**src/power_state_pkg.sv**
```systemverilog
// Constants and types shared by the power state manager and its time base.
// Assumes a 200 MHz clock and byte-wide indexed register access.
package power_state_pkg;
   // Register indexes behind the data port
   localparam logic [7:0] IDX_ACTIVITY = 8'h79;
   localparam logic [7:0] IDX_POWER    = 8'h7a;
   localparam logic [7:0] IDX_SCRATCH  = 8'h7b;
   localparam logic [7:0] REG_RESET    = 8'h00;
   // Activity status fields
   localparam int ACT_UPPER_BIT = 7;
   localparam int ACT_TIMER_BIT = 6;
   localparam int ACT_NMI_BIT   = 5;
   // Power register fields
   localparam int TEST_US_BIT  = 6;
   localparam int TEST_MIN_BIT = 3;
   localparam int STATE_MSB    = 2;
   // State codes
   localparam logic [2:0] CODE_ON         = 3'h0;
   localparam logic [2:0] CODE_DOZE       = 3'h1;
   localparam logic [2:0] CODE_STANDBY    = 3'h2;
   localparam logic [2:0] CODE_SUSPEND    = 3'h3;
   localparam logic [2:0] CODE_DOZE_HK    = 3'h5;
   localparam logic [2:0] CODE_STANDBY_HK = 3'h6;
   // SMI control fields
   localparam int SMI_DOZE_BIT  = 7;
   localparam int SMI_STBY_BIT  = 6;
   localparam int SMI_HK_BIT    = 4;
   localparam int SMI_HKTO_BIT  = 3;
   localparam int SMI_ACT_BIT   = 2;
   // Time base
   localparam int CLK_NS        = 5;
   localparam int US_NS         = 1000;
   localparam int US_CYCLES     = US_NS / CLK_NS;
   localparam int MS_PER_US     = 1000;
   localparam int S_PER_MS      = 1000;
   localparam int MIN_PER_S     = 60;
   localparam int SMI_DROP_MAX  = 3;
   typedef enum logic [2:0] {
      st_on, st_doze, st_standby, st_suspend, st_doze_hk, st_standby_hk
   } pstate_type;
endpackage

```
**src/power_state_manager.sv**
```systemverilog
// Power state manager: activity status, power state with test bits, scratch.
// Assumes an index/data port pair strobed synchronously, and timer and
// activity events delivered as one-cycle pulses from outside.
`timescale 1ns/100ps
module power_state_manager #(
   parameter int unsigned US_DIV  = power_state_pkg::US_CYCLES,
   parameter int unsigned MS_DIV  = power_state_pkg::MS_PER_US,
   parameter int unsigned S_DIV   = power_state_pkg::S_PER_MS,
   parameter int unsigned MIN_DIV = power_state_pkg::MIN_PER_S
) (
   // Clock and reset
   input  wire logic         clock,
   input  wire logic         resetn,
   // Indexed register port
   input  wire logic         io_sel_data,
   input  wire logic         io_wr,
   input  wire logic         io_rd,
   input  wire logic [7:0]   io_wdata,
   output logic      [7:0]   io_rdata_r,
   output logic              io_hit_r,
   // Activity events
   input  wire logic         upper_interrupt_lines_activity,
   input  wire logic         timer_interrupt_line_activity,
   input  wire logic         nmi_activity,
   input  wire logic [2:0]   activity_enable,
   input  wire logic         system_activity,
   input  wire logic         housekeeping_activity,
   // Timer expiry pulses
   input  wire logic         doze_timeout,
   input  wire logic         standby_timeout,
   input  wire logic         housekeeping_timeout,
   // SMI control register contents
   input  wire logic [7:0]   smi_control,
   // State and SMI
   output logic      [2:0]   power_state_r,
   output logic              smi_r,
   output logic              clear_enabled_activity_r,
   // Time base ticks
   output logic      [3:0]   tick_r
);
   power_state_pkg::pstate_type state_r, state_nxt, auto_tgt;
   logic [7:0] index_r, index_nxt;
   logic [2:0] act_r, act_nxt;
   logic [3:0] test_r, test_nxt;
   logic [7:0] scratch_r, scratch_nxt;
   logic [7:0] rdata_nxt;
   logic       hit_nxt;
   logic [2:0] code_nxt;
   logic       smi_nxt, clr_nxt;
   logic       auto_go, smi_req;
   logic       data_wr, sw_state_wr;
   logic [2:0] events;
   logic [3:0] test_mode;

   assign data_wr     = io_wr && io_sel_data;
   assign sw_state_wr = data_wr && (index_r == power_state_pkg::IDX_POWER);
   assign events      = {upper_interrupt_lines_activity, timer_interrupt_line_activity, nmi_activity};
   assign test_mode   = {test_r[0], test_r[1], test_r[2], test_r[3]};

   // Automatic target and SMI substitution per state
   always_comb
   begin
      auto_go  = 1'b0;
      smi_req  = 1'b0;
      auto_tgt = state_r;
      case (state_r)
         power_state_pkg::st_on:
         begin
            if (standby_timeout)
            begin
               smi_req  = smi_control[power_state_pkg::SMI_STBY_BIT];
               auto_go  = !smi_req;
               auto_tgt = power_state_pkg::st_standby;
            end
            else if (doze_timeout)
            begin
               smi_req  = smi_control[power_state_pkg::SMI_DOZE_BIT];
               auto_go  = !smi_req;
               auto_tgt = power_state_pkg::st_doze;
            end
         end
         power_state_pkg::st_doze:
         begin
            if (system_activity)
            begin
               smi_req  = smi_control[power_state_pkg::SMI_ACT_BIT];
               auto_go  = !smi_req;
               auto_tgt = power_state_pkg::st_on;
            end
            else if (standby_timeout)
            begin
               smi_req  = smi_control[power_state_pkg::SMI_STBY_BIT];
               auto_go  = !smi_req;
               auto_tgt = power_state_pkg::st_standby;
            end
            else if (housekeeping_activity)
            begin
               smi_req  = smi_control[power_state_pkg::SMI_HK_BIT];
               auto_go  = !smi_req;
               auto_tgt = power_state_pkg::st_doze_hk;
            end
         end
         power_state_pkg::st_standby:
         begin
            if (system_activity)
            begin
               smi_req  = smi_control[power_state_pkg::SMI_ACT_BIT];
               auto_go  = !smi_req;
               auto_tgt = power_state_pkg::st_on;
            end
            else if (housekeeping_activity)
            begin
               smi_req  = smi_control[power_state_pkg::SMI_HK_BIT];
               auto_go  = !smi_req;
               auto_tgt = power_state_pkg::st_standby_hk;
            end
         end
         power_state_pkg::st_doze_hk, power_state_pkg::st_standby_hk:
         begin
            if (system_activity)
            begin
               smi_req  = smi_control[power_state_pkg::SMI_ACT_BIT];
               auto_go  = !smi_req;
               auto_tgt = power_state_pkg::st_on;
            end
            else if (housekeeping_timeout)
            begin
               smi_req  = smi_control[power_state_pkg::SMI_HKTO_BIT];
               auto_go  = !smi_req;
               auto_tgt = (state_r == power_state_pkg::st_doze_hk) ?
                          power_state_pkg::st_doze : power_state_pkg::st_standby;
            end
         end
         // Suspend has no automatic exit or entry
         power_state_pkg::st_suspend: auto_go = 1'b0;
         default: auto_go = 1'b0;
      endcase
   end

   // Next register values
   always_comb
   begin
      index_nxt   = index_r;
      act_nxt     = act_r;
      test_nxt    = test_r;
      scratch_nxt = scratch_r;
      state_nxt   = state_r;
      smi_nxt     = smi_r;
      clr_nxt     = 1'b0;
      rdata_nxt   = io_rdata_r;
      hit_nxt     = io_hit_r;
      if (io_wr && !io_sel_data)
         index_nxt = io_wdata;
      if (data_wr && index_r == power_state_pkg::IDX_ACTIVITY)
         act_nxt = act_r & ~io_wdata[power_state_pkg::ACT_UPPER_BIT:power_state_pkg::ACT_NMI_BIT];
      if (data_wr && index_r == power_state_pkg::IDX_SCRATCH)
         scratch_nxt = io_wdata;
      if (sw_state_wr)
      begin
         test_nxt = io_wdata[power_state_pkg::TEST_US_BIT:power_state_pkg::TEST_MIN_BIT];
         case (io_wdata[power_state_pkg::STATE_MSB:0])
            power_state_pkg::CODE_ON:         state_nxt = power_state_pkg::st_on;
            power_state_pkg::CODE_DOZE:       state_nxt = power_state_pkg::st_doze;
            power_state_pkg::CODE_STANDBY:    state_nxt = power_state_pkg::st_standby;
            power_state_pkg::CODE_SUSPEND:    state_nxt = power_state_pkg::st_suspend;
            power_state_pkg::CODE_DOZE_HK:    state_nxt = power_state_pkg::st_doze_hk;
            power_state_pkg::CODE_STANDBY_HK: state_nxt = power_state_pkg::st_standby_hk;
            default:                          state_nxt = state_r;
         endcase
      end
      else if (auto_go && !smi_r)
      begin
         state_nxt = auto_tgt;
         if (auto_tgt == power_state_pkg::st_doze || auto_tgt == power_state_pkg::st_standby)
         begin
            act_nxt = act_nxt & ~activity_enable;
            clr_nxt = 1'b1;
         end
      end
      // New events win over any clear in the same cycle
      act_nxt = act_nxt | events;
      // Pending SMI clears on a state write even with a new request; a request sets it only when none is pending
      smi_nxt = (smi_req && !smi_r) || (smi_r && !sw_state_wr);
      if (io_rd && io_sel_data)
      begin
         hit_nxt = 1'b1;
         case (index_r)
            power_state_pkg::IDX_ACTIVITY: rdata_nxt = {act_r, 5'h00};
            power_state_pkg::IDX_POWER:    rdata_nxt = {1'b0, test_r, power_state_r};
            power_state_pkg::IDX_SCRATCH:  rdata_nxt = scratch_r;
            default:
            begin
               rdata_nxt = power_state_pkg::REG_RESET;
               hit_nxt   = 1'b0;
            end
         endcase
      end
      case (state_nxt)
         power_state_pkg::st_on:         code_nxt = power_state_pkg::CODE_ON;
         power_state_pkg::st_doze:       code_nxt = power_state_pkg::CODE_DOZE;
         power_state_pkg::st_standby:    code_nxt = power_state_pkg::CODE_STANDBY;
         power_state_pkg::st_suspend:    code_nxt = power_state_pkg::CODE_SUSPEND;
         power_state_pkg::st_doze_hk:    code_nxt = power_state_pkg::CODE_DOZE_HK;
         power_state_pkg::st_standby_hk: code_nxt = power_state_pkg::CODE_STANDBY_HK;
         default:                        code_nxt = power_state_pkg::CODE_ON;
      endcase
   end

   always_ff @(posedge clock)
   begin
      if (!resetn)
      begin
         index_r                  <= power_state_pkg::REG_RESET;
         act_r                    <= 3'h0;
         test_r                   <= 4'h0;
         scratch_r                <= power_state_pkg::REG_RESET;
         state_r                  <= power_state_pkg::st_on;
         power_state_r            <= power_state_pkg::CODE_ON;
         smi_r                    <= 1'b0;
         clear_enabled_activity_r <= 1'b0;
         io_rdata_r               <= power_state_pkg::REG_RESET;
         io_hit_r                 <= 1'b0;
      end
      else
      begin
         index_r                  <= index_nxt;
         act_r                    <= act_nxt;
         test_r                   <= test_nxt;
         scratch_r                <= scratch_nxt;
         state_r                  <= state_nxt;
         power_state_r            <= code_nxt;
         smi_r                    <= smi_nxt;
         clear_enabled_activity_r <= clr_nxt;
         io_rdata_r               <= rdata_nxt;
         io_hit_r                 <= hit_nxt;
      end
   end

   // Test bits select per-clock ticking
   time_base #(
      .CW   (16),
      .DIVS ('{US_DIV, MS_DIV, S_DIV, MIN_DIV})
   ) u_time_base (
      .clock     (clock),
      .resetn    (resetn),
      .test_mode (test_mode),
      .tick_r    (tick_r)
   );
endmodule // power_state_manager

```
**src/time_base.sv**
```systemverilog
// Chain of four dividers making microsecond, millisecond, second, minute ticks.
// Each stage can be forced to tick on every clock by its test bit.
`timescale 1ns/100ps
module time_base #(
   parameter int unsigned CW        = 16,
   parameter int unsigned DIVS [4]  = '{power_state_pkg::US_CYCLES, power_state_pkg::MS_PER_US,
                                        power_state_pkg::S_PER_MS, power_state_pkg::MIN_PER_S}
) (
   // Clock and reset
   input  wire logic         clock,
   input  wire logic         resetn,
   // Test bits, index 0 is microseconds
   input  wire logic [3:0]   test_mode,
   // Registered ticks, index 0 is microseconds
   output logic      [3:0]   tick_r
);
   logic [3:0] tick_nxt;
   genvar i;
   generate
      for (i = 0; i < 4; i++)
      begin : g_stage
         logic [CW-1:0] cnt_r;
         logic [CW-1:0] cnt_nxt;
         logic          adv;
         assign adv = (i == 0) ? 1'b1 : tick_r[(i == 0) ? 0 : i-1];
         always_comb
         begin
            cnt_nxt     = cnt_r;
            tick_nxt[i] = 1'b0;
            if (test_mode[i])
            begin
               cnt_nxt     = '0;
               tick_nxt[i] = 1'b1;
            end
            else if (adv)
            begin
               if (cnt_r == CW'(DIVS[i] - 1))
               begin
                  cnt_nxt     = '0;
                  tick_nxt[i] = 1'b1;
               end
               else
                  cnt_nxt = cnt_r + CW'(1);
            end
         end
         always_ff @(posedge clock)
         begin
            if (!resetn)
            begin
               cnt_r     <= '0;
               tick_r[i] <= 1'b0;
            end
            else
            begin
               cnt_r     <= cnt_nxt;
               tick_r[i] <= tick_nxt[i];
            end
         end
      end
   endgenerate
endmodule // time_base

```
**config.mk**
```make
export PLATFORM = sky130hd
export DESIGN_NAME = power_state_manager
export DESIGN_NICKNAME = d
export VERILOG_FILES = /design/src/power_state_pkg.sv /design/src/power_state_manager.sv /design/src/time_base.sv
export SDC_FILE = /design/constraint.sdc
export NUM_CORES = 1
export LEC_CHECK = 0
export BUFFER_PORTS_ARGS = -buffer_cell sky130_fd_sc_hd__buf_4
export CELL_PAD_IN_SITES_DETAIL_PLACEMENT = 0
export CELL_PAD_IN_SITES_GLOBAL_PLACEMENT = 2
export CORE_AREA = 3 3 146 148
export DETAILED_ROUTE_END_ITERATION = 10
export DIE_AREA = 0 0 149 151
export PLACE_DENSITY_LB_ADDON = 0.25
export SKIP_CTS_REPAIR_TIMING = 1
export SYNTH_ARGS = -nofsm -noshare
export SYNTH_HDL_FRONTEND = slang
export SYNTH_SLANG_ARGS = --single-unit
```
**constraint.sdc**
```tcl
create_clock -name clock -period 2.8 [get_ports clock]
set_clock_uncertainty 0.05 [all_clocks]
set_input_delay 0.56 -clock clock [delete_from_list [all_inputs] [get_ports clock]]
set_output_delay 0.56 -clock clock [all_outputs]
set_load 0.01 [all_outputs]
```
# Word level (Yosys, flattened, before mapping)
# Cells that the tools add are included.
[classes] n_addsub=4 eq_ne=23 n_mux=54 bitwise_logic=7 n_reduce_logical=28
[ops] operator="$add 16x1->16 const B" n=4
[ops] operator="$mux 16" n=3
[ops] operator="$mux 3" n=15
[ops] operator="$eq 16x10->1 const B" n=2
[ops] operator="$mux 1" n=29
[ops] operator="$eq 8x7->1 const B" n=3
[ops] operator="$pmux 8 s3" n=1
[ops] operator="$eq 3x2->1 const B" n=6
[ops] operator="$eq 3x3->1 const B" n=6
[ops] operator="$pmux 3 s6" n=1
[ops] operator="$eq 16x6->1 const B" n=1
[ops] operator="$eq 16x8->1 const B" n=1
[ops] operator="$pmux 3 s5" n=1
[ops] operator="$eq 3x1->1 const B" n=4
[ops] operator="$pmux 3 s4" n=1
[ops] operator="$logic_and 1x1->1" n=9
[ops] operator="$reduce_or 3->1" n=3
[ops] operator="$logic_not 1->1" n=8
[ops] operator="$pmux 1 s4" n=2
[ops] operator="$reduce_or 2->1" n=4
[ops] operator="$and 3x3->3" n=2
[ops] operator="$logic_not 3->1" n=2
[ops] operator="$not 3->3" n=2
[ops] operator="$or 3x3->3" n=1
[ops] operator="other kinds (3)" n=5
[word_totals] reg_bits=108 out_inout_bits=18

# Logic depth before layout (Yosys ltp)
[depth] ltp_word=11 depth_mapped=9 ltp_nobuf=8

# Modules after synthesis
# From an unflattened synthesis, not the netlist that was laid out.
[hier_totals] hier_cells=610 area_unflattened_um2=5176.2
[by_module_without_submodules] mod="time_base" n_inst=1 cells_each=344 area_each_um2=3059.2 seq_area_each_um2=1361.3
[by_module_without_submodules] mod="power_state_manager" n_inst=1 cells_each=266 area_each_um2=2117.0 seq_area_each_um2=800.8

# Worst setup path before layout
# No wires, ideal clock.
[synth_timing] path_kind="input port to flip-flop" start="in system_activity" end="reg power_state_r[1]" setup_ps=116 arrival_ps=1930 required_time_ps=2634 path_slack_ps=704 cell_stages=7 path_cell_list="buf_4 a211oi_1 a32oi_1 a21oi_4 nor3_2 a311o_1 a31o_1"
[synth_via] elab_chain_cells=7 elab_cells_between_ends=17
[synth_rtl] element="start, declared" line_no="power_state_manager.sv:26" source="input wire logic system_activity,"
[synth_rtl] element="$mux 1, on equally long branches" line_no="power_state_manager.sv:120, power_state_manager.sv:84, power_state_manager.sv:105"
[synth_rtl] element="$pmux 1 s4" line_no="power_state_manager.sv:66" source="case (state_r)"
[synth_rtl] element="$logic_and 1x1->1" line_no="power_state_manager.sv:171" source="else if (auto_go && !smi_r)"
[synth_rtl] element="$mux 3 (*)" line_no="power_state_manager.sv:171"
[synth_rtl] element="$mux 3 (*)" line_no="power_state_manager.sv:158" source="if (sw_state_wr)"
[synth_rtl] element="$eq 3x3->1 (tied with other cells)" line_no="power_state_manager.sv:198" source="case (state_nxt)"
[synth_rtl] element="$pmux 3 s5 (*)" line_no="power_state_manager.sv:198"
[synth_rtl] element="end signal, assigned" line_no="power_state_manager.sv:218" source="power_state_r <= power_state_pkg::CODE_ON;"
[synth_rtl] element="end signal, assigned" line_no="power_state_manager.sv:231" source="power_state_r <= code_nxt;"
[synth_rtl] element="end, declared" line_no="power_state_manager.sv:35" source="output logic [2:0] power_state_r,"
# Mark *: on every way between the ends. The rest lies on a longest branch, timed or not.
# A chain may end at the register's enable or synchronous reset.

# Worst setup path after layout
[layout_timing] start="reg index_r[2]" end="reg power_state_r[1]"
[layout_via] elab_chain_cells=5 elab_cells_between_ends=9
[layout_rtl] element="start, declared" line_no="power_state_manager.sv:42" source="logic [7:0] index_r, index_nxt;"
[layout_rtl] element="start signal, assigned" line_no="power_state_manager.sv:213" source="index_r <= power_state_pkg::REG_RESET;"
[layout_rtl] element="start signal, assigned" line_no="power_state_manager.sv:226" source="index_r <= index_nxt;"
[layout_rtl] element="$eq 8x7->1 (*)" line_no="power_state_manager.sv:56" source="assign sw_state_wr = data_wr && (index_r == power_state_pkg::IDX_POWER);"
[layout_rtl] element="$logic_and 1x1->1 (*)" line_no="power_state_manager.sv:56"
[layout_rtl] element="$mux 3 (*)" line_no="power_state_manager.sv:158"
[layout_rtl] element="$eq 3x3->1 (tied with other cells)" line_no="power_state_manager.sv:198"
[layout_rtl] element="$pmux 3 s5 (*)" line_no="power_state_manager.sv:198"
# Marks and branches as above.

==> flow_metrics.tcl <==
set metrics [dict create \
    fmax_mhz 443 \
    pre_cts_slack_ns 0.386 \
    numCtsBuffers 9 \
    root_buffer "clkbuf_16" \
    vdd_ir_drop_max_uv 252 \
    critPathLaunchType "flop" \
    setup_viol 0 \
    fin_nets 649 \
    clock_sinks 108 \
    cp_num_buf_inv 0 \
    area_growth_pct 17.2 \
    antenna_cells 0 \
    final.setup.tns_ns 0 \
    place.gp.congestion 0.749 \
    worst_pin_slew_ns 0.680 \
    setup.worst_path.class "reg -> reg" \
    pin_count 50 \
    drt_iter0_markers 154 \
    std_cell_rows 52 \
    die_area_um2 22500 \
    synthesis.instances 580 \
    critPathArrivalTime_ns 2.46 \
    maxSlewHeadroom_pct 54.6 \
    hold_path.startpoint "upper_interrupt_lines_activity" \
    drc 0 \
    dieWidth_um 149 \
    stdcell_area_um2 5850 \
    worst-path-stages 7 \
    syn-num-nets 616 \
    syn_area_um2 5000 \
    fin_crit_sh_pct 80.7 \
    yosysWarnings 0 \
    yosysSeqAreaShare_pct 43.3 \
    synth_edf_count 0 \
    r2r_slack_ns 0.54 \
    numPortBuffers 46 \
    clkTransAtPathRegs_ns 0.08 \
    clock_latency_ns 0.35 \
    hold_ws_ns 0.380 \
    drive_gt1_share_pct 13.8 \
    synth.distinct_cells 65 \
    ys_seq_elements 108 \
    routed_wl_um 12200 \
    die_y_um 151 \
    overflow 0 \
    postPlaceCellArea_um2 5550 \
    hpwl_um 8950 \
    cts_tree "yes" \
    crit_chain "and4b_1, and2_4, nand2_2, nor3_4, nor3_2, a311o_1, a31o_1" \
    cts_buffer_depth 2 \
    crit_path_end_kind "flop" \
    start_util_pct 24.8 \
    wire_per_inst_um 13.7 \
    p_leak_nw 2.19 \
    min_period_ns 2.26 \
    slowest_delay_ns 0.48 \
    drv_cap 0 \
    final_cells 888 \
    grt_pass1_vias 4033 \
    min_path_type "in -> reg" \
    htree_levels 3 \
    cp_max_fo 8 \
    async_reset_ff_share_pct 0 \
    drt_pass1_iterations 4 \
    num_vias 3981 \
    core_area_um2 20200 \
    reg2reg_from "index_r[2]$_SDFFE_PN0P_" \
    vias_per_cell 4.48 \
    outcome "completed" \
    syn_area_per_cell_um2 8.61 \
    grt_max_degree 34 \
    yosys_most_used_dff "dfxtp_1" \
    crit_path_end "power_state_r[1]$_SDFF_PN0_" \
    grt_setup_unrepaired "no" \
    crit_start "index_r[2]$_SDFFE_PN0P_" \
    grt_antenna_before_repair 0 \
    hold_viol_final 0 \
    slew_viol_final 0 \
    power_density_nw_per_um2 595 \
    grt_first_pass_wirelength_um 20500 \
    r2r_cells 7 \
    slowest_stage "nor3_4" \
    fin_ws_ns 0.541 \
    rr_endpoint "power_state_r[1]$_SDFF_PN0_" \
    dp.cells 872 \
    track_usage_pct 11.4 \
    ant_nets 0 \
    required_ns 3.00 \
    crit_family "simple AND/OR/NAND/NOR gates" \
]
-- kinds of logic after synthesis --
logic type      share of synthesized area, %
flops                                   43.3
mux                                     6.14
xor+xnor                                10.2
buf+inv                                 3.96
simple gates                            27.0
fa+ha+maj                               1.00
compound gates                          8.42
-- worst reg2reg max path: stages (launching register included) --
cell and delay (ns):
dfxtp_1 0.32, and4b_1 0.29, and2_4 0.17, nand2_2 0.10
nor3_4 0.48, nor3_2 0.09, a311o_1 0.43, a31o_1 0.23
-- flip-flops by register name (all words and copies together), names as in the netlist, 3 cells and up --
signal                     count
act_r                          3
test_r                         4
scratch_r                      8
io_rdata_r                     8
u_time_base.g_stage.adv        3
state_r                        3
power_state_r                  3
u_time_base.g_stage.cnt_r     64
index_r                        8
-- worst min-delay path by stage --
stage / endpoint / slack (ns) / depth (start not counted)
6_report: act_r[2]$_SDFF_PN0_ / 0.38 / 2
5_1_grt: act_r[2]$_SDFF_PN0_ / 0.37 / 2
4_1_cts: act_r[2]$_SDFF_PN0_ / 0.36 / 2
3_3_place_gp: u_time_base.g_stage[0].cnt_r[0]$_SDFF_PP0_ / 0.38 / 1
2_1_floorplan: u_time_base.g_stage[0].cnt_r[0]$_SDFF_PP0_ / 0.37 / 1
3_5_place_dp: u_time_base.g_stage[0].cnt_r[0]$_SDFF_PP0_ / 0.39 / 1
-- cell usage after synthesis, drive strengths merged, types with 3 or more instances --
| library cell | n | area (um^2) |
|---|---|---|
| ha | 4 | 50.1 |
| nor2 | 117 | 442 |
| mux2i | 26 | 273 |
| dfxtp | 108 | 2160 |
| nand3 | 24 | 120 |
| and2 | 4 | 27.5 |
| and4 | 3 | 27.5 |
| nand4 | 19 | 119 |
| buf | 12 | 82.6 |
| and3 | 7 | 43.8 |
| nand2b | 5 | 31.3 |
| a22o | 3 | 26.3 |
| or3 | 9 | 61.3 |
| nor2b | 5 | 31.3 |
| nor4 | 3 | 18.8 |
| a31oi | 3 | 18.8 |
| xor2 | 37 | 324 |
| nand3b | 3 | 22.5 |
| o211ai | 3 | 22.5 |
| a41oi | 3 | 26.3 |
| o21a | 3 | 22.5 |
| xnor2 | 21 | 184 |
| inv | 8 | 30.0 |
| nand2 | 60 | 230 |
| a21oi | 21 | 116 |
| mux2 | 3 | 33.8 |
| o21ai | 7 | 35.0 |
| clkbuf | 16 | 73.8 |
| nor3 | 14 | 91.3 |
| a211oi | 3 | 22.5 |
-- routing by layer --
layer  share of wire (%)  routed length [um]  global-route usage (%)
met3                 4.7                 571                    3.56
met2                  45                5510                    18.1
met5                   0                   0                       0
met4                 1.5                 178                    3.71
met1                  49                5930                    14.7
-- cell type report --
cell class              instances  area [um^2]
well taps                     270          338
fillers                      2174        14300
clock buffers                   9          225
clock inverters                 7         80.1
flip-flops and latches        108         2160
multi-input cells             435         2640
repair buffers                 51          383
inverters                       8         30.0
-- placed cells by master, fill, tap and decap left out, types with 8 or more instances in the layout --
| cell | n |
|---|---|
| a21oi_1 | 20 |
| nand3_1 | 24 |
| buf_4 | 51 |
| mux2i_1 | 25 |
| xnor2_1 | 21 |
| xor2_1 | 37 |
| dfxtp_1 | 108 |
| or3_1 | 8 |
| nor3_1 | 11 |
| nand2_1 | 58 |
| nor2_1 | 116 |
| clkbuf_16 | 9 |
| nand4_1 | 19 |
-- power by group --
part / internal (W) / switching (W) / leakage, nW
combinational: 0.000231 / 0.000274 / 1.17
clock: 0.000709 / 0.000605 / 0.149
sequential: 0.00158 / 0.0000810 / 0.873
-- through the flow --
stage | power [W] | utilization [%]
final | 0.00348 | 29.0
after global routing | 0.00368 | 29.0
after CTS | 0.00356 | 29.0
after detailed placement | 0.00221 | 27.5
after global placement | 0.00221 | 27.5
after floorplan | 0.00204 | -
No activity file was read; power rests on OpenSTA's default activity.
